## config.mk

```make
export PLATFORM = sky130hd
export DESIGN_NAME = rcas_top
export DESIGN_NICKNAME = d
export VERILOG_FILES = /design/src/hw/rcas_pkg.sv /design/src/hw/rcas_btn_if.sv /design/src/hw/rcas_btn.sv /design/src/hw/rcas_tick.sv /design/src/hw/rcas_top.sv
export SDC_FILE = /design/constraint.sdc
export NUM_CORES = 1
export LEC_CHECK = 0
export BUFFER_PORTS_ARGS = -buffer_cell sky130_fd_sc_hd__buf_2
export CORE_UTILIZATION = 61
export CTS_BUF_LIST = sky130_fd_sc_hd__clkbuf_16
export DETAILED_ROUTE_END_ITERATION = 16
export PLACE_DENSITY_LB_ADDON = 0.1
export SYNTH_ARGS = -nofsm -noshare
export SYNTH_HDL_FRONTEND = slang
export SYNTH_SLANG_ARGS = --single-unit
export TNS_END_PERCENT = 20
```

## constraint.sdc

```tcl
create_clock -name clk_i -period 3.1 [get_ports clk_i]
set_input_delay 0.31 -clock clk_i [delete_from_list [all_inputs] [get_ports clk_i]]
set_output_delay 0.31 -clock clk_i [all_outputs]
set_load 0.005 [all_outputs]
```

## src/hw/rcas_pkg.sv

```systemverilog
// package: constants and types of the residual current alarm supervisor
package rcas_pkg;
	// clock and time base
	localparam int CLK_PERIOD_NS  = 100;
	localparam int TICK_PERIOD_NS = 1_000_000;
	localparam int TICK_CYC       = (TICK_PERIOD_NS + CLK_PERIOD_NS - 1) / CLK_PERIOD_NS;
	localparam int TICK_MS        = 1;
	// timing figures in their own units, then in ticks
	localparam int LONG_PRESS_MS  = 1500;
	localparam int LONG_TICKS     = LONG_PRESS_MS / TICK_MS;
	localparam int DEBOUNCE_MS    = 20;
	localparam int DEB_TICKS      = DEBOUNCE_MS / TICK_MS;
	localparam int CT_CHECK_S     = 10;
	localparam int CT_TICKS       = CT_CHECK_S * 1000 / TICK_MS;
	localparam int AUTO_TEST_H    = 24;
	localparam int AUTO_TICKS     = AUTO_TEST_H * 3600 * 1000 / TICK_MS;
	localparam int POST_MS        = 500;
	localparam int POST_TICKS     = POST_MS / TICK_MS;
	localparam int FLASH_MS       = 250;
	localparam int FLASH_TICKS    = FLASH_MS / TICK_MS;
	// currents in microamps
	localparam logic [16:0] TRIP_UA = 17'h01770;
	localparam logic [16:0] TEST_UA = 17'h01B58;
	// button indices
	localparam int BTN_N     = 5;
	localparam int BTN_UP    = 0;
	localparam int BTN_DOWN  = 1;
	localparam int BTN_ENTER = 2;
	localparam int BTN_XTEST = 3;
	localparam int BTN_XRST  = 4;
	// register byte offsets
	localparam logic [7:0] REG_CTRL   = 8'h00;
	localparam logic [7:0] REG_STATUS = 8'h04;
	localparam logic [7:0] REG_MEAS   = 8'h08;
	localparam logic [7:0] REG_HIST   = 8'h0C;
	localparam logic [7:0] REG_CFG    = 8'h10;
	localparam logic [7:0] REG_PWSET  = 8'h14;
	localparam logic [7:0] REG_PWKEY  = 8'h18;
	// control bit positions
	localparam int CTRL_RESET   = 0;
	localparam int CTRL_FACTORY = 1;
	localparam int CTRL_HCLR    = 2;
	localparam int CTRL_LOCK    = 3;
	localparam int PWSET_EN     = 16;
	// values after reset and delivery defaults
	localparam logic [15:0] CLR_WIN_DEF = 16'h00C8;
	localparam logic [7:0]  ADDR_DEF    = 8'h03;
	localparam logic [9:0]  PW_DEF      = 10'h000;
	localparam logic [9:0]  PW_MAX      = 10'h3E7;
	// error codes
	localparam logic [3:0] ERR_NONE  = 4'h0;
	localparam logic [3:0] ERR_SHORT = 4'h1;
	localparam logic [3:0] ERR_OPEN  = 4'h3;
	localparam logic [3:0] ERR_CONT  = 4'h4;
	localparam logic [3:0] ERR_INT   = 4'h5;

	typedef enum logic [1:0] {
		ST_POST  = 2'b00,
		ST_RUN   = 2'b01,
		ST_MTEST = 2'b11
	} rcas_state_t;

	typedef enum logic [2:0] {
		DSP_MEAS   = 3'h0,
		DSP_THRESH = 3'h1,
		DSP_ALLSEG = 3'h2,
		DSP_TEST   = 3'h3,
		DSP_ERROR  = 3'h4
	} rcas_disp_t;
endpackage

```

## src/hw/rcas_btn_if.sv

```systemverilog
// interface: time base and button events shared by the supervisor's modules
`timescale 1ns/1ps
`default_nettype none
interface rcas_btn_if #(parameter int N = 5);
	logic         tick;
	logic         flash;
	logic [N-1:0] raw;
	logic [N-1:0] short_p;
	logic [N-1:0] long_p;
	logic [N-1:0] long_rel_p;
	logic [N-1:0] long_held;

	modport tick_mp (output tick, output flash);
	modport btn_mp  (input tick, input raw,
		output short_p, output long_p, output long_rel_p, output long_held);
	modport core_mp (input tick, input flash, output raw,
		input short_p, input long_p, input long_rel_p, input long_held);
endinterface
`default_nettype wire

```

## src/hw/rcas_btn.sv

```systemverilog
// button debouncer and short/long press classifier
`timescale 1ns/1ps
`default_nettype none
module rcas_btn #(
	parameter int N          = rcas_pkg::BTN_N,
	parameter int DEB_TICKS  = rcas_pkg::DEB_TICKS,
	parameter int LONG_TICKS = rcas_pkg::LONG_TICKS
) (
	// clock and reset
	input  wire logic clk_i,
	input  wire logic rst_i,
	// buttons
	rcas_btn_if.btn_mp bi
);
	genvar g;
	generate
		for (g = 0; g < N; g++) begin : g_btn
			logic        stable;
			logic [15:0] deb_cnt;
			logic [15:0] hold_cnt;
			logic        is_long;
			logic        sp;
			logic        lp;
			logic        lrp;

			// a level must stand for the debounce time before it counts
			always_ff @(posedge clk_i) begin
				if (rst_i) begin
					stable  <= 1'b0;
					deb_cnt <= 16'h0;
				end else if (bi.tick) begin
					if (bi.raw[g] == stable) begin
						deb_cnt <= 16'h0;
					end else if (deb_cnt == 16'(DEB_TICKS - 1)) begin
						deb_cnt <= 16'h0;
						stable  <= bi.raw[g];
					end else begin
						deb_cnt <= deb_cnt + 16'h1;
					end
				end
			end

			// long at the threshold, short on an early release
			always_ff @(posedge clk_i) begin
				if (rst_i) begin
					hold_cnt <= 16'h0;
					is_long  <= 1'b0;
					sp       <= 1'b0;
					lp       <= 1'b0;
					lrp      <= 1'b0;
				end else begin
					sp  <= 1'b0;
					lp  <= 1'b0;
					lrp <= 1'b0;
					if (bi.tick) begin
						if (stable) begin
							if (!is_long && hold_cnt == 16'(LONG_TICKS - 1)) begin
								is_long <= 1'b1;
								lp      <= 1'b1;
							end else if (!is_long) begin
								hold_cnt <= hold_cnt + 16'h1;
							end
						end else begin
							sp       <= (hold_cnt != 16'h0) && !is_long;
							lrp      <= is_long;
							hold_cnt <= 16'h0;
							is_long  <= 1'b0;
						end
					end
				end
			end

			assign bi.short_p[g]    = sp;
			assign bi.long_p[g]     = lp;
			assign bi.long_rel_p[g] = lrp;
			assign bi.long_held[g]  = is_long;
		end
	endgenerate
endmodule
`default_nettype wire

```

## src/hw/rcas_tick.sv

```systemverilog
// time base: millisecond tick and indicator flash phase
`timescale 1ns/1ps
`default_nettype none
module rcas_tick #(
	parameter int TICK_CYC = rcas_pkg::TICK_CYC
) (
	// clock and reset
	input  wire logic clk_i,
	input  wire logic rst_i,
	// time base
	rcas_btn_if.tick_mp tb
);
	logic [31:0] cyc_cnt;
	logic [31:0] fl_cnt;

	always_ff @(posedge clk_i) begin
		if (rst_i) begin
			cyc_cnt <= 32'h0;
			tb.tick <= 1'b0;
		end else if (cyc_cnt == 32'(TICK_CYC - 1)) begin
			cyc_cnt <= 32'h0;
			tb.tick <= 1'b1;
		end else begin
			cyc_cnt <= cyc_cnt + 32'h1;
			tb.tick <= 1'b0;
		end
	end

	always_ff @(posedge clk_i) begin
		if (rst_i) begin
			fl_cnt   <= 32'h0;
			tb.flash <= 1'b0;
		end else if (tb.tick) begin
			if (fl_cnt == 32'(rcas_pkg::FLASH_TICKS - 1)) begin
				fl_cnt   <= 32'h0;
				tb.flash <= ~tb.flash;
			end else begin
				fl_cnt <= fl_cnt + 32'h1;
			end
		end
	end
endmodule
`default_nettype wire

```

## src/hw/rcas_top.sv

```systemverilog
// supervisor core: trip logic, self tests, indicators and register file
//
// The address map and the Wishbone slave port were left to the implementer.
`timescale 1ns/1ps
`default_nettype none
module rcas_top #(
	parameter int TICK_CYC   = rcas_pkg::TICK_CYC,
	parameter int LONG_TICKS = rcas_pkg::LONG_TICKS,
	parameter int DEB_TICKS  = rcas_pkg::DEB_TICKS,
	parameter int CT_TICKS   = rcas_pkg::CT_TICKS,
	parameter int AUTO_TICKS = rcas_pkg::AUTO_TICKS,
	parameter int POST_TICKS = rcas_pkg::POST_TICKS
) (
	// clock and reset
	input  wire logic        clk_i,
	input  wire logic        rst_i,
	// wishbone slave
	input  wire logic        cyc_i,
	input  wire logic        stb_i,
	input  wire logic        we_i,
	input  wire logic [7:0]  adr_i,
	input  wire logic [3:0]  sel_i,
	input  wire logic [31:0] dat_i,
	output logic      [31:0] dat_o,
	output logic             ack_o,
	// measurement and monitors
	input  wire logic [15:0] residual_ua_i,
	input  wire logic        ct_short_i,
	input  wire logic        ct_open_i,
	input  wire logic        int_fault_i,
	// buttons, high while pressed
	input  wire logic        btn_up_i,
	input  wire logic        btn_down_i,
	input  wire logic        btn_enter_i,
	input  wire logic        ext_test_i,
	input  wire logic        ext_reset_i,
	// relay, lamps and display
	output logic             alarm_relay_o,
	output logic             trip_lamp_o,
	output logic             err_lamp_o,
	output logic             test_inject_o,
	output logic             menu_mode_o,
	output logic      [2:0]  disp_sel_o,
	output logic      [15:0] disp_value_o,
	output logic      [3:0]  err_code_o
);
	rcas_btn_if #(.N(rcas_pkg::BTN_N)) bif ();

	rcas_tick #(.TICK_CYC(TICK_CYC)) u_tick (
		.clk_i (clk_i),
		.rst_i (rst_i),
		.tb    (bif.tick_mp)
	);

	rcas_btn #(
		.N          (rcas_pkg::BTN_N),
		.DEB_TICKS  (DEB_TICKS),
		.LONG_TICKS (LONG_TICKS)
	) u_btn (
		.clk_i (clk_i),
		.rst_i (rst_i),
		.bi    (bif.btn_mp)
	);

	assign bif.raw = {ext_reset_i, ext_test_i, btn_enter_i, btn_down_i, btn_up_i};

	////////////////////////////////////////////////////////////////////////
	rcas_pkg::rcas_state_t state;
	rcas_pkg::rcas_disp_t  disp;
	logic [31:0] post_cnt;
	logic [31:0] ct_cnt;
	logic [31:0] auto_cnt;
	logic [15:0] clr_cnt;
	logic        clr_run;
	logic        alarm;
	logic        alarm_d;
	logic        ct_err;
	logic [3:0]  ct_code;
	logic        cont_err;
	logic        int_err;
	logic        inj;
	logic        mtest_done;
	logic        quick;
	logic        menu;
	logic [16:0] eval_ua;
	logic        over;
	logic        meas_over;
	logic        reset_req;
	logic        test_start;
	logic        bus_req;
	logic        bus_wr;
	logic [3:0]  ctrl_wr;
	logic        cfg_ok;
	logic [15:0] clr_win;
	logic [7:0]  dev_addr;
	logic [9:0]  pw_val;
	logic        pw_en;
	logic        unlocked;
	logic [15:0] hist_val;
	logic        hist_vld;

	// the injected test current adds to the live reading, never replaces it
	assign eval_ua   = {1'b0, residual_ua_i} + (inj ? rcas_pkg::TEST_UA : 17'h0);
	assign over      = eval_ua > rcas_pkg::TRIP_UA;
	assign meas_over = {1'b0, residual_ua_i} >= rcas_pkg::TRIP_UA;

	// either the front or the external button acts
	assign reset_req = bif.long_p[rcas_pkg::BTN_DOWN] | bif.long_p[rcas_pkg::BTN_XRST]
		| ctrl_wr[rcas_pkg::CTRL_RESET];
	assign test_start = (bif.long_rel_p[rcas_pkg::BTN_UP] | bif.long_rel_p[rcas_pkg::BTN_XTEST])
		&& state == rcas_pkg::ST_RUN;

	assign bus_req = cyc_i && stb_i && !ack_o;
	assign bus_wr  = bus_req && we_i && sel_i == 4'hF;
	assign ctrl_wr = (bus_wr && adr_i == rcas_pkg::REG_CTRL) ? dat_i[3:0] : 4'h0;
	assign cfg_ok  = !pw_en || unlocked;

	////////////////////////////////////////////////////////////////////////
	// sequencing of power-up test and manual test
	always_ff @(posedge clk_i) begin
		if (rst_i) begin
			state      <= rcas_pkg::ST_POST;
			post_cnt   <= 32'h0;
			inj        <= 1'b0;
			mtest_done <= 1'b0;
		end else begin
			case (state)
				rcas_pkg::ST_POST: begin
					if (bif.tick) begin
						post_cnt <= post_cnt + 32'h1;
					end
					if (bif.tick && post_cnt == 32'(POST_TICKS - 1)) begin
						state <= rcas_pkg::ST_RUN;
					end
				end
				rcas_pkg::ST_RUN: begin
					if (test_start) begin
						state      <= rcas_pkg::ST_MTEST;
						inj        <= 1'b1;
						mtest_done <= 1'b0;
					end else if (reset_req) begin
						mtest_done <= 1'b0;
					end
				end
				rcas_pkg::ST_MTEST: begin
					// injection stops once the relay has dropped, so the contactor can be judged
					if (alarm) begin
						inj <= 1'b0;
					end
					if (alarm && !inj && !clr_run) begin
						state      <= rcas_pkg::ST_RUN;
						mtest_done <= 1'b1;
					end
				end
				default: begin
					state <= rcas_pkg::ST_POST;
					inj   <= 1'b0;
				end
			endcase
		end
	end

	// trip latch: fault memory is always on
	always_ff @(posedge clk_i) begin
		if (rst_i) begin
			alarm   <= 1'b0;
			alarm_d <= 1'b0;
		end else begin
			alarm_d <= alarm;
			if (over && state != rcas_pkg::ST_POST) begin
				alarm <= 1'b1;
			end else if (reset_req) begin
				alarm <= 1'b0;
			end
		end
	end

	// contactor check after the relay switched
	always_ff @(posedge clk_i) begin
		if (rst_i) begin
			clr_run  <= 1'b0;
			clr_cnt  <= 16'h0;
			cont_err <= 1'b0;
		end else begin
			if (alarm && !alarm_d) begin
				clr_run <= 1'b1;
				clr_cnt <= 16'h0;
			end else if (clr_run && bif.tick) begin
				if (clr_cnt >= clr_win) begin
					clr_run <= 1'b0;
					if (meas_over) begin
						cont_err <= 1'b1;
					end
				end else begin
					clr_cnt <= clr_cnt + 16'h1;
				end
			end
			if (reset_req && !meas_over && !clr_run) begin
				cont_err <= 1'b0;
			end
		end
	end

	// transformer connection check, latched until reset
	always_ff @(posedge clk_i) begin
		if (rst_i) begin
			ct_cnt  <= 32'h0;
			ct_err  <= 1'b0;
			ct_code <= rcas_pkg::ERR_NONE;
		end else begin
			if (bif.tick) begin
				ct_cnt <= (ct_cnt == 32'(CT_TICKS - 1)) ? 32'h0 : ct_cnt + 32'h1;
			end
			if (bif.tick && ct_cnt == 32'(CT_TICKS - 1) && (ct_short_i || ct_open_i)) begin
				ct_err  <= 1'b1;
				ct_code <= ct_short_i ? rcas_pkg::ERR_SHORT : rcas_pkg::ERR_OPEN;
			end else if (reset_req) begin
				ct_err  <= 1'b0;
				ct_code <= rcas_pkg::ERR_NONE;
			end
		end
	end

	// internal faults from power-up, automatic and manual
	always_ff @(posedge clk_i) begin
		if (rst_i) begin
			auto_cnt <= 32'h0;
			int_err  <= 1'b0;
		end else begin
			if (bif.tick) begin
				auto_cnt <= (auto_cnt == 32'(AUTO_TICKS - 1)) ? 32'h0 : auto_cnt + 32'h1;
			end
			if (int_fault_i && ((bif.tick && auto_cnt == 32'(AUTO_TICKS - 1))
				|| state != rcas_pkg::ST_RUN)) begin
				int_err <= 1'b1;
			end else if (!int_fault_i) begin
				int_err <= 1'b0; // code stays only while the fault persists
			end
		end
	end

	// display selection and menu entry
	always_ff @(posedge clk_i) begin
		if (rst_i) begin
			quick <= 1'b0;
			menu  <= 1'b0;
		end else begin
			if (bif.long_p[rcas_pkg::BTN_ENTER]) begin
				menu  <= ~menu;
				quick <= 1'b0;
			end else if (!menu && (bif.short_p[rcas_pkg::BTN_UP]
				|| bif.short_p[rcas_pkg::BTN_DOWN])) begin
				quick <= 1'b1;
			end else if (bif.short_p[rcas_pkg::BTN_ENTER]) begin
				quick <= 1'b0;
			end
		end
	end

	always_comb begin
		if (state != rcas_pkg::ST_POST && (int_err || ct_err || cont_err)) begin
			disp = rcas_pkg::DSP_ERROR;
		end else if (bif.long_held[rcas_pkg::BTN_UP] || bif.long_held[rcas_pkg::BTN_XTEST]) begin
			disp = rcas_pkg::DSP_ALLSEG;
		end else if (state == rcas_pkg::ST_MTEST) begin
			disp = rcas_pkg::DSP_TEST;
		end else if (quick) begin
			disp = rcas_pkg::DSP_THRESH;
		end else begin
			disp = rcas_pkg::DSP_MEAS;
		end
	end

	////////////////////////////////////////////////////////////////////////
	// settings, password and history
	always_ff @(posedge clk_i) begin
		if (rst_i) begin
			clr_win  <= rcas_pkg::CLR_WIN_DEF;
			dev_addr <= rcas_pkg::ADDR_DEF;
			pw_val   <= rcas_pkg::PW_DEF;
			pw_en    <= 1'b0;
			unlocked <= 1'b0;
		end else if (ctrl_wr[rcas_pkg::CTRL_FACTORY] && cfg_ok) begin
			clr_win <= rcas_pkg::CLR_WIN_DEF;
			pw_val  <= rcas_pkg::PW_DEF;
			pw_en   <= 1'b0;
		end else if (ctrl_wr[rcas_pkg::CTRL_LOCK]) begin
			unlocked <= 1'b0;
		end else if (bus_wr && adr_i == rcas_pkg::REG_PWKEY) begin
			unlocked <= dat_i[9:0] == pw_val;
		end else if (bus_wr && cfg_ok && adr_i == rcas_pkg::REG_CFG) begin
			clr_win  <= dat_i[15:0];
			dev_addr <= dat_i[23:16];
		end else if (bus_wr && cfg_ok && adr_i == rcas_pkg::REG_PWSET
			&& dat_i[9:0] <= rcas_pkg::PW_MAX) begin
			pw_val <= dat_i[9:0];
			pw_en  <= dat_i[rcas_pkg::PWSET_EN];
		end
	end

	// only the first trip is kept; a capture in the clearing cycle wins
	always_ff @(posedge clk_i) begin
		if (rst_i) begin
			hist_val <= 16'h0;
			hist_vld <= 1'b0;
		end else if (alarm && !alarm_d && !hist_vld) begin
			hist_val <= eval_ua[15:0];
			hist_vld <= 1'b1;
		end else if (ctrl_wr[rcas_pkg::CTRL_HCLR]) begin
			hist_vld <= 1'b0;
			hist_val <= 16'h0;
		end
	end

	// wishbone answer one cycle after the request; unmapped reads return zero
	always_ff @(posedge clk_i) begin
		if (rst_i) begin
			ack_o <= 1'b0;
			dat_o <= 32'h0;
		end else begin
			ack_o <= bus_req;
			dat_o <= 32'h0;
			if (bus_req && !we_i) begin
				case (adr_i)
					rcas_pkg::REG_STATUS: dat_o <= {16'h0, mtest_done, unlocked,
						state, err_code_o, menu, int_err, ct_err, cont_err,
						alarm, alarm_relay_o, trip_lamp_o, err_lamp_o};
					rcas_pkg::REG_MEAS:   dat_o <= {16'h0, residual_ua_i};
					rcas_pkg::REG_HIST:   dat_o <= {hist_vld, 15'h0, hist_val};
					rcas_pkg::REG_CFG:    dat_o <= {8'h0, dev_addr, clr_win};
					rcas_pkg::REG_PWSET:  dat_o <= {15'h0, pw_en, 6'h0, pw_val};
					default:              dat_o <= 32'h0;
				endcase
			end
		end
	end

	////////////////////////////////////////////////////////////////////////
	// registered pin outputs; relay energised means no alarm
	always_ff @(posedge clk_i) begin
		if (rst_i) begin
			alarm_relay_o <= 1'b0;
			trip_lamp_o   <= 1'b1;
			err_lamp_o    <= 1'b0;
			test_inject_o <= 1'b0;
			menu_mode_o   <= 1'b0;
			disp_sel_o    <= 3'h0;
			disp_value_o  <= 16'h0;
			err_code_o    <= rcas_pkg::ERR_NONE;
		end else begin
			if (state == rcas_pkg::ST_POST) begin
				alarm_relay_o <= 1'b0;
				trip_lamp_o   <= 1'b1;
				err_lamp_o    <= bif.flash;
			end else begin
				alarm_relay_o <= !(alarm || ct_err || int_err);
				trip_lamp_o   <= alarm || ct_err || int_err;
				err_lamp_o    <= (ct_err || cont_err || int_err) && bif.flash;
			end
			test_inject_o <= inj;
			menu_mode_o   <= menu;
			disp_sel_o    <= disp;
			disp_value_o  <= quick ? rcas_pkg::TRIP_UA[15:0] : residual_ua_i;
			if (int_err) begin
				err_code_o <= rcas_pkg::ERR_INT;
			end else if (ct_err) begin
				err_code_o <= ct_code;
			end else if (cont_err) begin
				err_code_o <= rcas_pkg::ERR_CONT;
			end else begin
				err_code_o <= rcas_pkg::ERR_NONE;
			end
		end
	end
endmodule
`default_nettype wire

```

# ---- Yosys cells after proc, flatten, opt, wreduce, memory -nomap -nowiden
# Cells that the tools add are included.
dict set report totals {
  output_inout_bits 61
  ff_bits 486
  wordCells 369
  in_bits 73
}
dict set report classes {
  reduce_logical 122
  n_mux 83
  bitwise_logic 22
  n_addsub 17
  eq_ne 52
  n_lt_le_gt_ge 4
}
# cell count
set op_table {}
lappend op_table {{16-bit two-way mux} 27}
lappend op_table {{16-bit by 1-bit adder with 16-bit output, second input constant} 11}
lappend op_table {{32-bit by 1-bit adder with 32-bit output, second input constant} 5}
lappend op_table {{32-bit one-hot mux with 5 select lines} 1}
lappend op_table {{32-bit two-way mux} 3}
lappend op_table {{16-bit by 11-bit equality test with 1-bit output, second input constant} 5}
lappend op_table {{16-bit by 5-bit equality test with 1-bit output, second input constant} 5}
lappend op_table {{32-bit by 14-bit equality test with 1-bit output, second input constant} 2}
lappend op_table {{16-bit nonzero test} 3}
lappend op_table {{3-bit AND reduction} 14}
lappend op_table {{2-bit != test, second input constant} 19}
lappend op_table {{1-bit logical AND} 37}
lappend op_table {{1-bit two-way mux} 34}
lappend op_table {{32-bit by 27-bit equality test with 1-bit output, second input constant} 1}
lappend op_table {{32-bit by 8-bit equality test with 1-bit output, second input constant} 1}
lappend op_table {{32-bit by 9-bit equality test with 1-bit output, second input constant} 1}
lappend op_table {{13-bit two-way mux} 2}
lappend op_table {{8-bit by 5-bit equality test with 1-bit output, second input constant} 3}
lappend op_table {{3-bit OR reduction} 8}
lappend op_table {{2-bit AND reduction} 10}
lappend op_table {{2-bit OR reduction} 10}
lappend op_table {{1-bit inverter} 19}
lappend op_table {{2-bit nonzero test} 9}
lappend op_table {{16-bit by 13-bit adder with 17-bit output} 1}
lappend op_table {{25 further kinds} 69}

# ---- Logic depth before layout (Yosys ltp)
dict set report depth {
  depth_word 10
  ltp_mapped 9
  ltp_nobuf 8
}

# ---- By module
# Synthesis repeated with hierarchy kept, for this count alone.
dict set report unflattened {
  hier_cells 2700
  area_unflattened_um2 23184.7
}
# mod area_each_um2 instances cells_each seq_area_each_um2
set by_module_without_submodules {}
lappend by_module_without_submodules {rcas_top 10772.8 1 1213 4624.4}
lappend by_module_without_submodules {rcas_btn 9146.3 1 1098 3703.6}
lappend by_module_without_submodules {rcas_tick 3265.6 1 389 1321.3}

# ---- Worst setup path after synthesis
# OpenSTA, ideal clock, no wires.
dict set report synth_path {
  path_type {register to register}
  startpoint {register inj}
  endpoint {register alarm}
  required_ps 2977
  setup_ps 123
  path_buffers 0
  period_less_slack_ps 2267
  stages_incl_launch_ff 9
  arrival_time_ps 2144
  slack_ps 833
  path_cell_list {dfxtp_1 > ha_1 > fa_1 > a311o_1 > a31oi_1 > nor2b_1 > xor2_1 > nor3_1 > o21ai_0}
}
dict set report synth_between {
  elab_chain_cells 5
  word_cells_on_any_way 6
  classes_between {1 x add/sub; 1 x order compare; 2 x mux; 2 x reduce/logical}
}
# element line
set synth_rtl {}
lappend synth_rtl {{start, declared} rcas_top.sv:81} ;# logic inj;
lappend synth_rtl {{start signal, assigned} rcas_top.sv:124} ;# inj <= 1'b0;
lappend synth_rtl {{start signal, assigned} rcas_top.sv:139} ;# inj <= 1'b1;
lappend synth_rtl {{start signal, assigned} rcas_top.sv:148} ;# inj <= 1'b0;
lappend synth_rtl {{13-bit two-way mux *} rcas_top.sv:103} ;# assign eval_ua = {1'b0, residual_ua_i} + (inj ? rcas_pkg::TEST_UA : 17'h0);
lappend synth_rtl {{16-bit by 13-bit adder with 17-bit output *} rcas_top.sv:103}
lappend synth_rtl {{17-bit by 13-bit greater-than comparator with 1-bit output *} rcas_top.sv:104} ;# assign over = eval_ua > rcas_pkg::TRIP_UA;
lappend synth_rtl {{1-bit logical AND *} rcas_top.sv:170} ;# if (over && state != rcas_pkg::ST_POST) begin
lappend synth_rtl {{1-bit two-way mux or 2-bit nonzero test (tied branches)} --}
lappend synth_rtl {{end signal, assigned} rcas_top.sv:166} ;# alarm <= 1'b0;
lappend synth_rtl {{end signal, assigned} rcas_top.sv:171} ;# alarm <= 1'b1;
lappend synth_rtl {{end signal, assigned} rcas_top.sv:173} ;# alarm <= 1'b0;
lappend synth_rtl {{end, declared} rcas_top.sv:75} ;# logic alarm;
# Every way passes the cells marked *; elsewhere a longest branch is shown, timed or not.
# A chain may end at the register's enable or synchronous reset.

# ---- Final worst setup path
# Same ends and word-level chain as after synthesis.

==> results.ini <==
[min_path]
holdCritPathClass = primary input to flip-flop

[cts]
clkLatencyLatePin_ns = 0.60
cts_made_buffers = 50
htree_levels = 2
cts_tree = done
cts-root-buf = clkbuf_16
clkTransAtPathRegs_ns = 0.06
cts_buffer_depth = 3
clock_sinks = 475

[power_and_ir_drop]
power_density_nw_per_um2 = 485
pwr-share-clk_pct = 46.3
intPower_mw = 9.38
p_comb_share_pct = 2.5
p_switching_mw = 2.59
leakage_nw = 9.04
ir_drop_mv = 0.508
swShare_pct = 21.7
seq_power_share_pct = 51.2

[global_route]
grt_pass1_vias = 17700
track_usage_pct = 27.7
antenna_found_initial = 1
grt_max_degree = 87
grt_pass1_wl_mm = 84.8
grt-ovfl-total = 0

[floorplan]
dieArea_um2 = 36800
start_util_pct = 61.9
rows = 69
core_um2 = 35500
die_y_um = 192
dieWidth_um = 192
io_pins = 134

[setup_path]
setup.worst_path.start_class = flip-flop
arrival_ns = 3.11
critPathKind = flip-flop to flip-flop
critPathMaxFanout = 11
crit_required_ns = 3.58
rrSetupSlack_ns = 0.48
critPathCaptureType = flip-flop

[drt]
drt-initial-drc-count = 1416
route.detailed.drc = 0
antenna_left = 0
vias_per_cell = 5.88
drt_pre_antenna_iters = 6
wl_mm = 51.1
wl_per_cell_um = 15.9
vias = 18900

[synth]
synth_ff_type = dfxtp_1
ys_warn_count = 0
synth_seq_cells = 475
async_flop_share_pct = 0
synth-edff-count = 0
ys_types = 73
syn-cell-area_um2 = 22000
synth_cells = 2600
synth_seq_area_share_pct = 43.3
avgSynthCellArea_um2 = 8.45

[placed_design]
dpl.hpwl_mm = 34.9
place_congestion = 0.903
place_ws_ns = 0.541
io_buffers = 117

[run_status]
status = complete, no violations

[cells_and_area]
layout.nets = 2833
syn2layout_area_growth_pct = 12.4
antenna_cells_inserted = 0
layout_common_cells = 474 x dfxtp_1, 433 x nor2_1, 205 x nand2_1, 159 x xor2_1, 132 x nand3_1
final_common_cell = dfxtp_1
multi_input_area_um2 = 11800
ff_latch_area_um2 = 9510
final_layout_size_suffix_gt1_share_pct = 9.09
nFillCells = 2849

[timing]
rsz0062_at_grt = no
finalSetupViolations = 0
tightest_slew_ns = 0.940
setup_tns_ns = 0
skew_ns = 0.0185
period_needed_ns = 2.62
relSlewSlack_pct = 36.9
fmax_mhz = 382
slew_viol_final = 0
period_share_pct = 84.5
setup_slack_ns = 0.479
hold_viol_final = 0

[job]
cap_violations = 0

==> worst max-delay path, cell delays in order (launching register included) <==
cell	delay, ns
dfxtp_1	0.47
ha_1	0.31
fa_1	0.46
a311o_1	0.32
a31oi_1	0.39
nor2b_1	0.11
xor2_1	0.17
nor3_1	0.18
o21ai_0	0.10
==> layout make-up <==
cell class	instances	share of cell area [%]
Inverter	55	0.836
Sequential cell	475	38.5
Timing Repair Buffer	175	4.47
Clock buffer	50	5.06
Clock inverter	37	1.01
Multi-Input combinational cell	1959	47.8
Tap cell	461	2.33
==> final timing paths <==
check | start | endpoint | cells past startpoint
max | inj$_SDFFE_PP0P_ | alarm$_SDFFE_PP0P_ | 8
min | dat_i[8] | clr_win[8]$_SDFFE_PP0P_ | 3
max reg2reg | inj$_SDFFE_PP0P_ | alarm$_SDFFE_PP0P_ | 8
min reg2reg | dev_addr[3]$_SDFFE_PP0P_ | dev_addr[3]$_SDFFE_PP0P_ | 2
==> flip-flops by register name, summed over array words and instances, names as in the netlist, 25 cells and up <==
register	cells
auto_cnt	32
u_tick.fl_cnt	32
u_btn.g_btn.deb_cnt	80
u_btn.g_btn.hold_cnt	80
ct_cnt	32
dat_o	25
post_cnt	32
u_tick.cyc_cnt	32
==> metal layers <==
metal	part of all wire, %	vias up	GRT usage (%)
met1	45	8948	35.5
met5	0.031	-	0
li1	-	9379	-
met4	2.6	2	9.68
met3	5.5	86	4.42
met2	47	481	47.1
==> synth_stat cells, types with 20 or more instances <==
cell      count  area, um^2
and2_1       30         188
or3_1        20         125
and3_1       70         438
nor4_1       63         394
inv_1        55         206
a22oi_1      51         383
clkbuf_1     92         345
a31oi_1      30         188
a21oi_1     116         581
and4_1       32         280
nor3_1       74         370
nand3_1     132         661
xnor2_1     103         902
nand2_1     205         769
o21ai_0      64         320
nand4_1      80         500
nor2_1      433        1630
ha_1         43         538
nor4b_1      23         201
xor2_1      159        1390
dfxtp_1     475        9510
==> kinds of logic after synthesis <==
logic type	share of synthesized area [%]
muxes	1.03
xor gates and xnor gates	10.4
and+or+nand+nor	28.7
AOI/OAI and AO/OA	10.8
adders and majority gates	2.54
DFF	43.3
other	0.0171
buffers and inverters	3.15
==> repair_timing <==
action,CTS,global route
resized for setup,0,0
hold buffers,26,0
setup buffers,0,0
hold endpoints to repair,29,0
==> power groups by stage <==
stage	sequential [mW]	combinational [mW]	clock [mW]
5_1_grt	6.13	0.333	5.91
6_report	6.13	0.304	5.54
3_5_place_dp	6.26	0.274	0
2_1_floorplan	6.26	0.156	0
3_3_place_gp	6.26	0.269	0
4_1_cts	6.13	0.301	5.66
==> through the flow <==
stage                     instance area (um^2)  util (%)  hold WS [ns]  total power [mW]  instances
after floorplan                          22000         -         0.410              6.42       2607
after global placement                   22900      64.7         0.434              6.53       3099
after detailed placement                 22900      64.7         0.445              6.54       3099
after CTS                                24700      69.6       0.00204              12.1       3212
after global routing                     24700      69.6        0.0256              12.4       3212
final                                    24700      69.6        0.0158              12.0       3212
No activity file was read; power rests on OpenSTA's default activity.
